[config.mk]
export PLATFORM = sky130hd
export DESIGN_NAME = pwst_top
export DESIGN_NICKNAME = d
export VERILOG_FILES = /design/src/hdl/pwst_pkg.sv /design/src/hdl/pwst_timebase.sv /design/src/hdl/pwst_channel.sv /design/src/hdl/pwst_top.sv
export VERILOG_INCLUDE_DIRS = /design/src /design/src/hdl
export SDC_FILE = /design/constraint.sdc
export NUM_CORES = 1
export LEC_CHECK = 0
export BUFFER_PORTS_ARGS = -buffer_cell sky130_fd_sc_hd__buf_2
export CAP_MARGIN = 25
export CORE_ASPECT_RATIO = 1.5
export CORE_MARGIN = 2
export CORE_UTILIZATION = 59
export CTS_CLUSTER_DIAMETER = 30
export DETAILED_ROUTE_END_ITERATION = 16
export GPL_TIMING_DRIVEN = 1
export PLACE_DENSITY = 0.81
export SETUP_SLACK_MARGIN = 0.15
export SYNTH_ARGS = -nofsm -noshare
export SYNTH_HDL_FRONTEND = slang
export SYNTH_HIERARCHICAL = 1
export SYNTH_SLANG_ARGS = --single-unit
[constraint.sdc]
create_clock -name pclk -period 3.6 [get_ports pclk]
set_input_delay 0.72 -clock pclk [delete_from_list [all_inputs] [get_ports pclk]]
set_output_delay 0.72 -clock pclk [all_outputs]
set_load 0.005 [all_outputs]
[src/hdl/pwst_map.svh]
`ifndef PWST_MAP_SVH
`define PWST_MAP_SVH
// Channel count.
`define PWST_NCH 2
// Register offsets.
`define PWST_OFS_PERIOD 8'h00
`define PWST_OFS_TBCTL 8'h04
`define PWST_OFS_TBCNT 8'h08
`define PWST_OFS_STATUS 8'h0c
`define PWST_OFS_DIR 8'h10
`define PWST_OFS_LATCH 8'h14
`define PWST_OFS_CH0 8'h20
`define PWST_OFS_CH1 8'h30
`define PWST_OFS_CCTL 4'h0
`define PWST_OFS_DH 4'h4
`define PWST_OFS_DL 4'h8
// Field positions.
`define PWST_TB_PS_LO 0
`define PWST_TB_PS_HI 1
`define PWST_TB_RUN 2
`define PWST_TB_POST_LO 3
`define PWST_TB_POST_HI 6
`define PWST_ST_FLAG 0
`define PWST_CC_EN 7
`define PWST_CC_OE 6
`define PWST_CC_OUT 5
`define PWST_CC_POL 4
`define PWST_DL_LO 6
`define PWST_DL_HI 7
// Reset values.
`define PWST_RST_PERIOD 8'hff
`define PWST_RST_DIR 2'h3
// Prescale terminal counts for ratios 1, 4, 16 and 64.
`define PWST_PS_LAST_1 6'h00
`define PWST_PS_LAST_4 6'h03
`define PWST_PS_LAST_16 6'h0f
`define PWST_PS_LAST_64 6'h3f
`endif

[src/hdl/pwst_pkg.sv]
package pwst_pkg;
    // Register select produced by the address decoder.
    typedef enum logic [3:0] {
        PWST_R_PERIOD, PWST_R_TBCTL, PWST_R_TBCNT, PWST_R_STATUS,
        PWST_R_DIR, PWST_R_LATCH, PWST_R_CCTL, PWST_R_DH, PWST_R_DL,
        PWST_R_NONE
    } pwst_reg_t;
    // Shared time base state.
    typedef struct packed {
        logic [5:0] pcnt;
        logic [1:0] fine;
        logic [7:0] count;
    } pwst_tb_st_t;
    // One channel's state.
    typedef struct packed {
        logic [9:0] duty;
        logic wave;
    } pwst_ch_st_t;
    // Register file and pin state.
    typedef struct packed {
        logic [7:0] period;
        logic tb_run;
        logic [1:0] ps_sel;
        logic [3:0] post_last;
        logic [3:0] post_cnt;
        logic match_flag;
        logic [1:0] dir;
        logic [1:0] latch;
        logic [1:0] en;
        logic [1:0] oe;
        logic [1:0] pol;
        logic [1:0][7:0] dh;
        logic [1:0][1:0] dl;
        logic [1:0] pin_out;
        logic [1:0] pin_oe;
        logic [31:0] rdata;
    } pwst_top_st_t;
endpackage

[src/hdl/pwst_timebase.sv]
`timescale 1ns/1ns
`include "pwst_map.svh"
module pwst_timebase import pwst_pkg::*; (
    // Clock and reset.
    input wire logic pclk,
    input wire logic presetn,
    // Control.
    input wire logic run,
    input wire logic hold,
    input wire logic [1:0] ps_sel,
    input wire logic [7:0] period,
    input wire logic cnt_we,
    input wire logic [7:0] cnt_wdata,
    // Time base out.
    output logic [9:0] tb,
    output logic [9:0] tb_next,
    output logic step,
    output logic reload
);
    pwst_tb_st_t st_ff;
    pwst_tb_st_t nxt_st;

    // Prescaler terminal count for each ratio select.
    function automatic logic [5:0] ps_last(input logic [1:0] sel);
        unique case (sel)
            2'h0: ps_last = `PWST_PS_LAST_1;
            2'h1: ps_last = `PWST_PS_LAST_4;
            2'h2: ps_last = `PWST_PS_LAST_16;
            2'h3: ps_last = `PWST_PS_LAST_64;
        endcase
    endfunction

    // Fine bits advance per prescaled tick; the count advances when they wrap.
    always_comb begin
        nxt_st = st_ff;
        step = 1'b0;
        reload = 1'b0;
        if (cnt_we) begin
            nxt_st.count = cnt_wdata;
            nxt_st.fine = 2'h0;
            nxt_st.pcnt = 6'h00;
        end else if (!run) begin
            nxt_st.pcnt = 6'h00;
        end else if (!hold) begin
            if (st_ff.pcnt >= ps_last(ps_sel)) begin
                nxt_st.pcnt = 6'h00;
                step = 1'b1;
                nxt_st.fine = st_ff.fine + 2'h1;
                if (st_ff.fine == 2'h3) begin
                    if (st_ff.count == period) begin
                        nxt_st.count = 8'h00;
                        reload = 1'b1;
                    end else begin
                        nxt_st.count = st_ff.count + 8'h01;
                    end
                end
            end else begin
                nxt_st.pcnt = st_ff.pcnt + 6'h01;
            end
        end
        tb_next = {nxt_st.count, nxt_st.fine};
        tb = {st_ff.count, st_ff.fine};
    end

    always_ff @(posedge pclk or negedge presetn) begin
        if (!presetn) begin
            st_ff <= '0;
        end else begin
            st_ff <= nxt_st;
        end
    end
endmodule

[src/hdl/pwst_channel.sv]
`timescale 1ns/1ns
`include "pwst_map.svh"
module pwst_channel import pwst_pkg::*; (
    // Clock and reset.
    input wire logic pclk,
    input wire logic presetn,
    // Time base.
    input wire logic step,
    input wire logic reload,
    input wire logic [9:0] tb_next,
    input wire logic [7:0] period,
    // Channel settings.
    input wire logic en,
    input wire logic [9:0] duty_new,
    // Waveform, active high, before polarity.
    output logic wave
);
    pwst_ch_st_t st_ff;
    pwst_ch_st_t nxt_st;
    logic [10:0] span;
    logic full;

    // A duty at or past the period never clears, giving a steady 100%.
    always_comb begin
        nxt_st = st_ff;
        span = {1'b0, period, 2'b00} + 11'h004;
        full = {1'b0, st_ff.duty} >= span;
        if (reload) begin
            nxt_st.duty = duty_new;
            nxt_st.wave = en && (duty_new != 10'h000);
        end else if (!en) begin
            nxt_st.wave = 1'b0;
        end else if (step && !full && tb_next == st_ff.duty) begin
            nxt_st.wave = 1'b0;
        end
        wave = st_ff.wave;
    end

    always_ff @(posedge pclk or negedge presetn) begin
        if (!presetn) begin
            st_ff <= '0;
        end else begin
            st_ff <= nxt_st;
        end
    end
endmodule

[src/hdl/pwst_top.sv]
`timescale 1ns/1ns
`include "pwst_map.svh"
// How it works
// - Output goes inactive when time base equals duty.
// - Duty at or beyond period gives 100%.
// - Period match clears count, sets outputs unless new duty is zero, reloads duty.
// - Duty registers double buffered; compare uses copies.
// - Invert bit inverts the channel output.
// - All channels share timer and period limit.
// - Postscaler never affects period or duty.
// - Time base is count above two fine bits.
// - Period is four times limit plus one, prescaled.
// - Prescale 1:1 advances on every clock.
// - Limit 255 gives full ten-bit resolution.
// - Duty beyond period never clears the pin.
// - Sleep freezes counting and pin drive; bus writes still take effect.
// - Reset restores registers and makes pins inputs.
// - Pin follows port latch unless module enable and output enable both set.
// - Module enable bit, reset clear, disables channel.
// - Readable output-level bit shows current waveform after the invert bit.
// - Invert set means active low output.
module pwst_top import pwst_pkg::*; (
    // Clock and reset.
    input wire logic pclk,
    input wire logic presetn,
    // APB slave.
    input wire logic psel,
    input wire logic penable,
    input wire logic pwrite,
    input wire logic [7:0] paddr,
    input wire logic [31:0] pwdata,
    output logic [31:0] prdata,
    output logic pready,
    output logic pslverr,
    // Power state.
    input wire logic sleep,
    // Channel pins.
    output logic [`PWST_NCH-1:0] pin_out,
    output logic [`PWST_NCH-1:0] pin_oe
);
    pwst_top_st_t st_ff;
    pwst_top_st_t nxt_st;
    logic [9:0] tb;
    logic [9:0] tb_next;
    logic step;
    logic reload;
    logic [`PWST_NCH-1:0] wave;
    logic [`PWST_NCH-1:0] level;
    logic [`PWST_NCH-1:0][9:0] duty_new;
    pwst_reg_t rsel;
    logic rch;
    logic acc;
    logic wr;
    logic cnt_we;
    logic flag_set;
    logic flag_clr;

    // Address decode, shared by the read and write paths.
    function automatic pwst_reg_t decode(input logic [7:0] a);
        logic [7:0] base;
        base = {a[7:4], 4'h0};
        decode = PWST_R_NONE;
        unique case (a)
            `PWST_OFS_PERIOD: decode = PWST_R_PERIOD;
            `PWST_OFS_TBCTL: decode = PWST_R_TBCTL;
            `PWST_OFS_TBCNT: decode = PWST_R_TBCNT;
            `PWST_OFS_STATUS: decode = PWST_R_STATUS;
            `PWST_OFS_DIR: decode = PWST_R_DIR;
            `PWST_OFS_LATCH: decode = PWST_R_LATCH;
            default: begin
                if (base == `PWST_OFS_CH0 || base == `PWST_OFS_CH1) begin
                    if (a[3:0] == `PWST_OFS_CCTL) begin
                        decode = PWST_R_CCTL;
                    end else if (a[3:0] == `PWST_OFS_DH) begin
                        decode = PWST_R_DH;
                    end else if (a[3:0] == `PWST_OFS_DL) begin
                        decode = PWST_R_DL;
                    end
                end
            end
        endcase
    endfunction

    // One shared time base serves every channel.
    pwst_timebase u_tb (
        .pclk(pclk),
        .presetn(presetn),
        .run(st_ff.tb_run),
        .hold(sleep),
        .ps_sel(st_ff.ps_sel),
        .period(st_ff.period),
        .cnt_we(cnt_we),
        .cnt_wdata(pwdata[7:0]),
        .tb(tb),
        .tb_next(tb_next),
        .step(step),
        .reload(reload)
    );

    // Each channel has its own buffered duty but the common period.
    for (genvar i = 0; i < `PWST_NCH; i++) begin : g_ch
        assign duty_new[i] = {st_ff.dh[i], st_ff.dl[i]};
        pwst_channel u_ch (
            .pclk(pclk),
            .presetn(presetn),
            .step(step),
            .reload(reload),
            .tb_next(tb_next),
            .period(st_ff.period),
            .en(st_ff.en[i]),
            .duty_new(duty_new[i]),
            .wave(wave[i])
        );
        // Polarity is applied after the compare so it never shifts edges.
        assign level[i] = wave[i] ^ st_ff.pol[i];
    end

    // Bus phases; the slave never inserts wait states.
    assign acc = psel && penable;
    assign pready = 1'b1;
    assign rsel = decode(paddr);
    assign rch = paddr[4];
    assign wr = acc && pwrite && (rsel != PWST_R_NONE);
    assign pslverr = acc && (rsel == PWST_R_NONE);
    assign cnt_we = wr && (rsel == PWST_R_TBCNT);
    assign prdata = st_ff.rdata;

    // The flag marks postscaled period matches and only software sees it.
    assign flag_set = reload && (st_ff.post_cnt == st_ff.post_last);
    assign flag_clr = wr && (rsel == PWST_R_STATUS) && pwdata[`PWST_ST_FLAG];

    // Register file, postscaler, read data and pin drive.
    always_comb begin
        nxt_st = st_ff;
        if (reload) begin
            if (st_ff.post_cnt == st_ff.post_last) begin
                nxt_st.post_cnt = 4'h0;
            end else begin
                nxt_st.post_cnt = st_ff.post_cnt + 4'h1;
            end
        end
        // A match landing on the clearing write still sets the flag.
        nxt_st.match_flag = (st_ff.match_flag && !flag_clr) || flag_set;
        if (wr) begin
            unique case (rsel)
                PWST_R_PERIOD: begin
                    nxt_st.period = pwdata[7:0];
                end
                PWST_R_TBCTL: begin
                    nxt_st.ps_sel = pwdata[`PWST_TB_PS_HI:`PWST_TB_PS_LO];
                    nxt_st.tb_run = pwdata[`PWST_TB_RUN];
                    nxt_st.post_last = pwdata[`PWST_TB_POST_HI:`PWST_TB_POST_LO];
                end
                PWST_R_DIR: begin
                    nxt_st.dir = pwdata[1:0];
                end
                PWST_R_LATCH: begin
                    nxt_st.latch = pwdata[1:0];
                end
                PWST_R_CCTL: begin
                    nxt_st.en[rch] = pwdata[`PWST_CC_EN];
                    nxt_st.oe[rch] = pwdata[`PWST_CC_OE];
                    nxt_st.pol[rch] = pwdata[`PWST_CC_POL];
                end
                PWST_R_DH: begin
                    nxt_st.dh[rch] = pwdata[7:0];
                end
                PWST_R_DL: begin
                    nxt_st.dl[rch] = pwdata[`PWST_DL_HI:`PWST_DL_LO];
                end
                default: begin
                    nxt_st.period = st_ff.period;
                end
            endcase
        end
        // Read data is captured in the setup cycle for the access phase.
        if (psel && !penable) begin
            nxt_st.rdata = 32'h0000_0000;
            unique case (rsel)
                PWST_R_PERIOD: nxt_st.rdata[7:0] = st_ff.period;
                PWST_R_TBCTL: begin
                    nxt_st.rdata[`PWST_TB_PS_HI:`PWST_TB_PS_LO] = st_ff.ps_sel;
                    nxt_st.rdata[`PWST_TB_RUN] = st_ff.tb_run;
                    nxt_st.rdata[`PWST_TB_POST_HI:`PWST_TB_POST_LO] = st_ff.post_last;
                end
                PWST_R_TBCNT: nxt_st.rdata[7:0] = tb[9:2];
                PWST_R_STATUS: nxt_st.rdata[`PWST_ST_FLAG] = st_ff.match_flag;
                PWST_R_DIR: nxt_st.rdata[1:0] = st_ff.dir;
                PWST_R_LATCH: nxt_st.rdata[1:0] = st_ff.latch;
                PWST_R_CCTL: begin
                    nxt_st.rdata[`PWST_CC_EN] = st_ff.en[rch];
                    nxt_st.rdata[`PWST_CC_OE] = st_ff.oe[rch];
                    nxt_st.rdata[`PWST_CC_OUT] = level[rch];
                    nxt_st.rdata[`PWST_CC_POL] = st_ff.pol[rch];
                end
                PWST_R_DH: nxt_st.rdata[7:0] = st_ff.dh[rch];
                PWST_R_DL: nxt_st.rdata[`PWST_DL_HI:`PWST_DL_LO] = st_ff.dl[rch];
                default: nxt_st.rdata = 32'h0000_0000;
            endcase
        end
        // In sleep the pins keep whatever they were driving.
        if (!sleep) begin
            for (int i = 0; i < `PWST_NCH; i++) begin
                nxt_st.pin_oe[i] = !st_ff.dir[i];
                if (st_ff.en[i] && st_ff.oe[i]) begin
                    nxt_st.pin_out[i] = level[i];
                end else begin
                    nxt_st.pin_out[i] = st_ff.latch[i];
                end
            end
        end
    end

    // Pins come straight from flip-flops so they never glitch.
    assign pin_out = st_ff.pin_out;
    assign pin_oe = st_ff.pin_oe;

    // Reset returns every register and leaves the pins as inputs.
    always_ff @(posedge pclk or negedge presetn) begin
        if (!presetn) begin
            st_ff <= '0;
            st_ff.period <= `PWST_RST_PERIOD;
            st_ff.dir <= `PWST_RST_DIR;
        end else begin
            st_ff <= nxt_st;
        end
    end
endmodule

==> flow_metrics.tcl <==
set metrics [dict create \
    outcome "finished clean" \
    arrival_ns 3.62 \
    cp_max_fo 10 \
    diodes 0 \
    ys_warn_count 6 \
    final-max-slew-violation-count 0 \
    vias 5114 \
    r2r_start "st_ff[75]" \
    fin_skew_ns 0.00719 \
    dp.cells 804 \
    syn_inst 635 \
    slowest_stage "or3_4" \
    drt-initial-drc-count 352 \
    required_ns 3.83 \
    grt_pass1_vias 5114 \
    fin_area_sq_um 7190 \
    worstSetupPathType "input port to flop" \
    h-tree-depth 3 \
    holdBufCountCts 0 \
    hold_path_class "input port to async pin" \
    rrSetupSlack_ns 0.28 \
    drive_above_1_share 0.284 \
    worstSetupStartpointType "input port" \
    total_leakage_power_nw 3.41 \
    whs_ns 0.218 \
    gp_congestion 0.970 \
    rsz0062_at_grt "yes" \
    design.core.area_sq_um 10900 \
    ant_nets 0 \
    fin_crit_ns 3.39 \
    place_hpwl_um 13100 \
    path_cells "buf_2 > or3_4 > a2111oi_4 > o21ai_2 > nor3_4 > buf_6 > buf_4 > o2bb2ai_1 > a221o_1 > buf_4 > xor2_1 > nor2_1 > nand4_1 > o41ai_2 > o211ai_1" \
    grt_pass1_wl_um 27600 \
    vias_per_cell 6.21 \
    drc_errors 0 \
    num-nets-final 745 \
    path_clk_slew_ns 0.07 \
    fp-row-count 47 \
    p_per_area_nw_per_um2 330 \
    nFillCells 848 \
    start_util 0.597 \
    avgRoutedWirePerCell_um 21.3 \
    clock-sinks 100 \
    end_kind "flop" \
    cts-root-buf "clkbuf_16" \
    netlist_area_sq_um 6530 \
    max_slew_margin 0.442 \
    worst_r2r_path_depth 13 \
    die_h_um 133 \
    area_growth_pct 10.1 \
    grt_use_total 0.297 \
    wirelength_um 17600 \
    drv_cap 0 \
    synth_area_per_cell_sq_um 10.3 \
    path_buf_inv 4 \
    r2r_end "g_ch[1].u_ch/wave" \
    grt_max_degree 84 \
    cts_tree "built" \
    finalHoldViolations 0 \
    io_buffer_count 34 \
    grt_overflow_total 0 \
    dieArea_sq_um 11900 \
    antenna_found_initial 0 \
    crit_family "compound AO/OA/AOI/OAI gates" \
    die_width_um 89.9 \
    fmax_mhz 295 \
    clock_path_buffers 2 \
    dpl_worst_slack_ns -0.221 \
    cpPeakStageDelay_ns 0.41 \
    dpl_cell_area_sq_um 6790 \
    firstDrtPassIters 8 \
    cp_common_cell "buf_4" \
    finalSetupViolCount 0 \
    cts_inserted_buffers 9 \
    peakVddDrop_mv 0.231 \
    worst_slew_pin_slew_ns 0.830 \
    fin_crit_sh 0.942 \
    clock_latency_ns 0.35 \
    num_io_pins 84 \
    fin_ws_ns 0.208 \
    stdcell_count 823 \
]
-- per-stage QoR --
stage	setup TNS, ns	util	power [mW]
after floorplan	0	-	1.31
after global placement	-0.351	0.620	1.37
after detailed placement	-0.441	0.620	1.37
after CTS	0	0.650	2.37
after global routing	0	0.658	2.44
final	0	0.658	2.37
-- layout make-up --
| class | count | area, sq um | area share |
|---|---|---|---|
| clock buffers | 10 | 239 | 0.0332 |
| well taps | 147 | 184 | 0.0256 |
| multi-input cells | 455 | 3550 | 0.493 |
| inverters | 28 | 105 | 0.0146 |
| repair buffers | 77 | 532 | 0.0739 |
| clock inverters | 6 | 68.8 | 0.00957 |
| flip-flops and latches | 100 | 2510 | 0.350 |
-- state kept, by name, indices dropped and copies added, names as in the netlist --
register,flops
pin_oe,2
u_tb/st_ff,6
duty_new,20
st_ff,30
u_tb/tb,10
pin_out,2
g_ch.u_ch/wave,2
prdata,8
g_ch.u_ch/st_ff,20
-- metal layers --
metal | vias up | GRT usage | share of wire
met5 | - | 0 | 0
met4 | 0 | 0.169 | 0.055
met3 | 56 | 0.0438 | 0.049
met2 | 229 | 0.529 | 0.52
met1 | 2526 | 0.339 | 0.38
li1 | 2303 | - | -
-- power by group --
part           switching (mW)  internal (mW)  total [mW]
Combinational           0.125         0.0728       0.198
Sequential             0.0208           1.14        1.16
Clock                   0.445          0.564        1.01
-- layout by cell type (no fill, tap or decap), types with 25 or more instances in the layout --
cell type / instances
buf_2: 33
nor2_1: 30
dfrtp_1: 90
mux2_2: 62
buf_4: 41
conb_1: 25
xor2_1: 38
nand3_1: 27
nand2_1: 41
ha_1: 28
inv_1: 27
-- what timing repair did --
| action | CTS | global route |
|---|---|---|
| gates resized for setup | 4 | 3 |
| pin swaps | 0 | 7 |
| endpoints found under the setup margin | 2 | 2 |
| buffers inserted | 0 | 2 |
| hold endpoints to repair | 0 | 0 |
-- worst max path at each step --
stage,slack [ns],cells after the start,endpoint,from
floorplan,0.11,15,g_ch[0].u_ch/wave,paddr[7]
global placement,-0.18,16,g_ch[1].u_ch/wave,paddr[7]
detailed placement,-0.22,14,g_ch[1].u_ch/wave,paddr[7]
CTS,0.17,12,g_ch[0].u_ch/wave,st_ff[75]
global route,0.12,16,g_ch[1].u_ch/wave,paddr[7]
finish,0.21,15,g_ch[1].u_ch/wave,paddr[7]
-- worst reg2reg max path, stage by stage, from the launching register on --
cell      delay, ns
dfrtp_1        0.41
or2_2          0.32
ha_1           0.27
nand2b_1       0.14
a21o_1         0.24
a41o_4         0.31
a32oi_2        0.20
o21ai_1        0.14
buf_4          0.17
xor2_1         0.15
nor4_1         0.28
nand4_1        0.22
o41ai_2        0.24
o211ai_1       0.12
(Power assumes the default switching activity.)
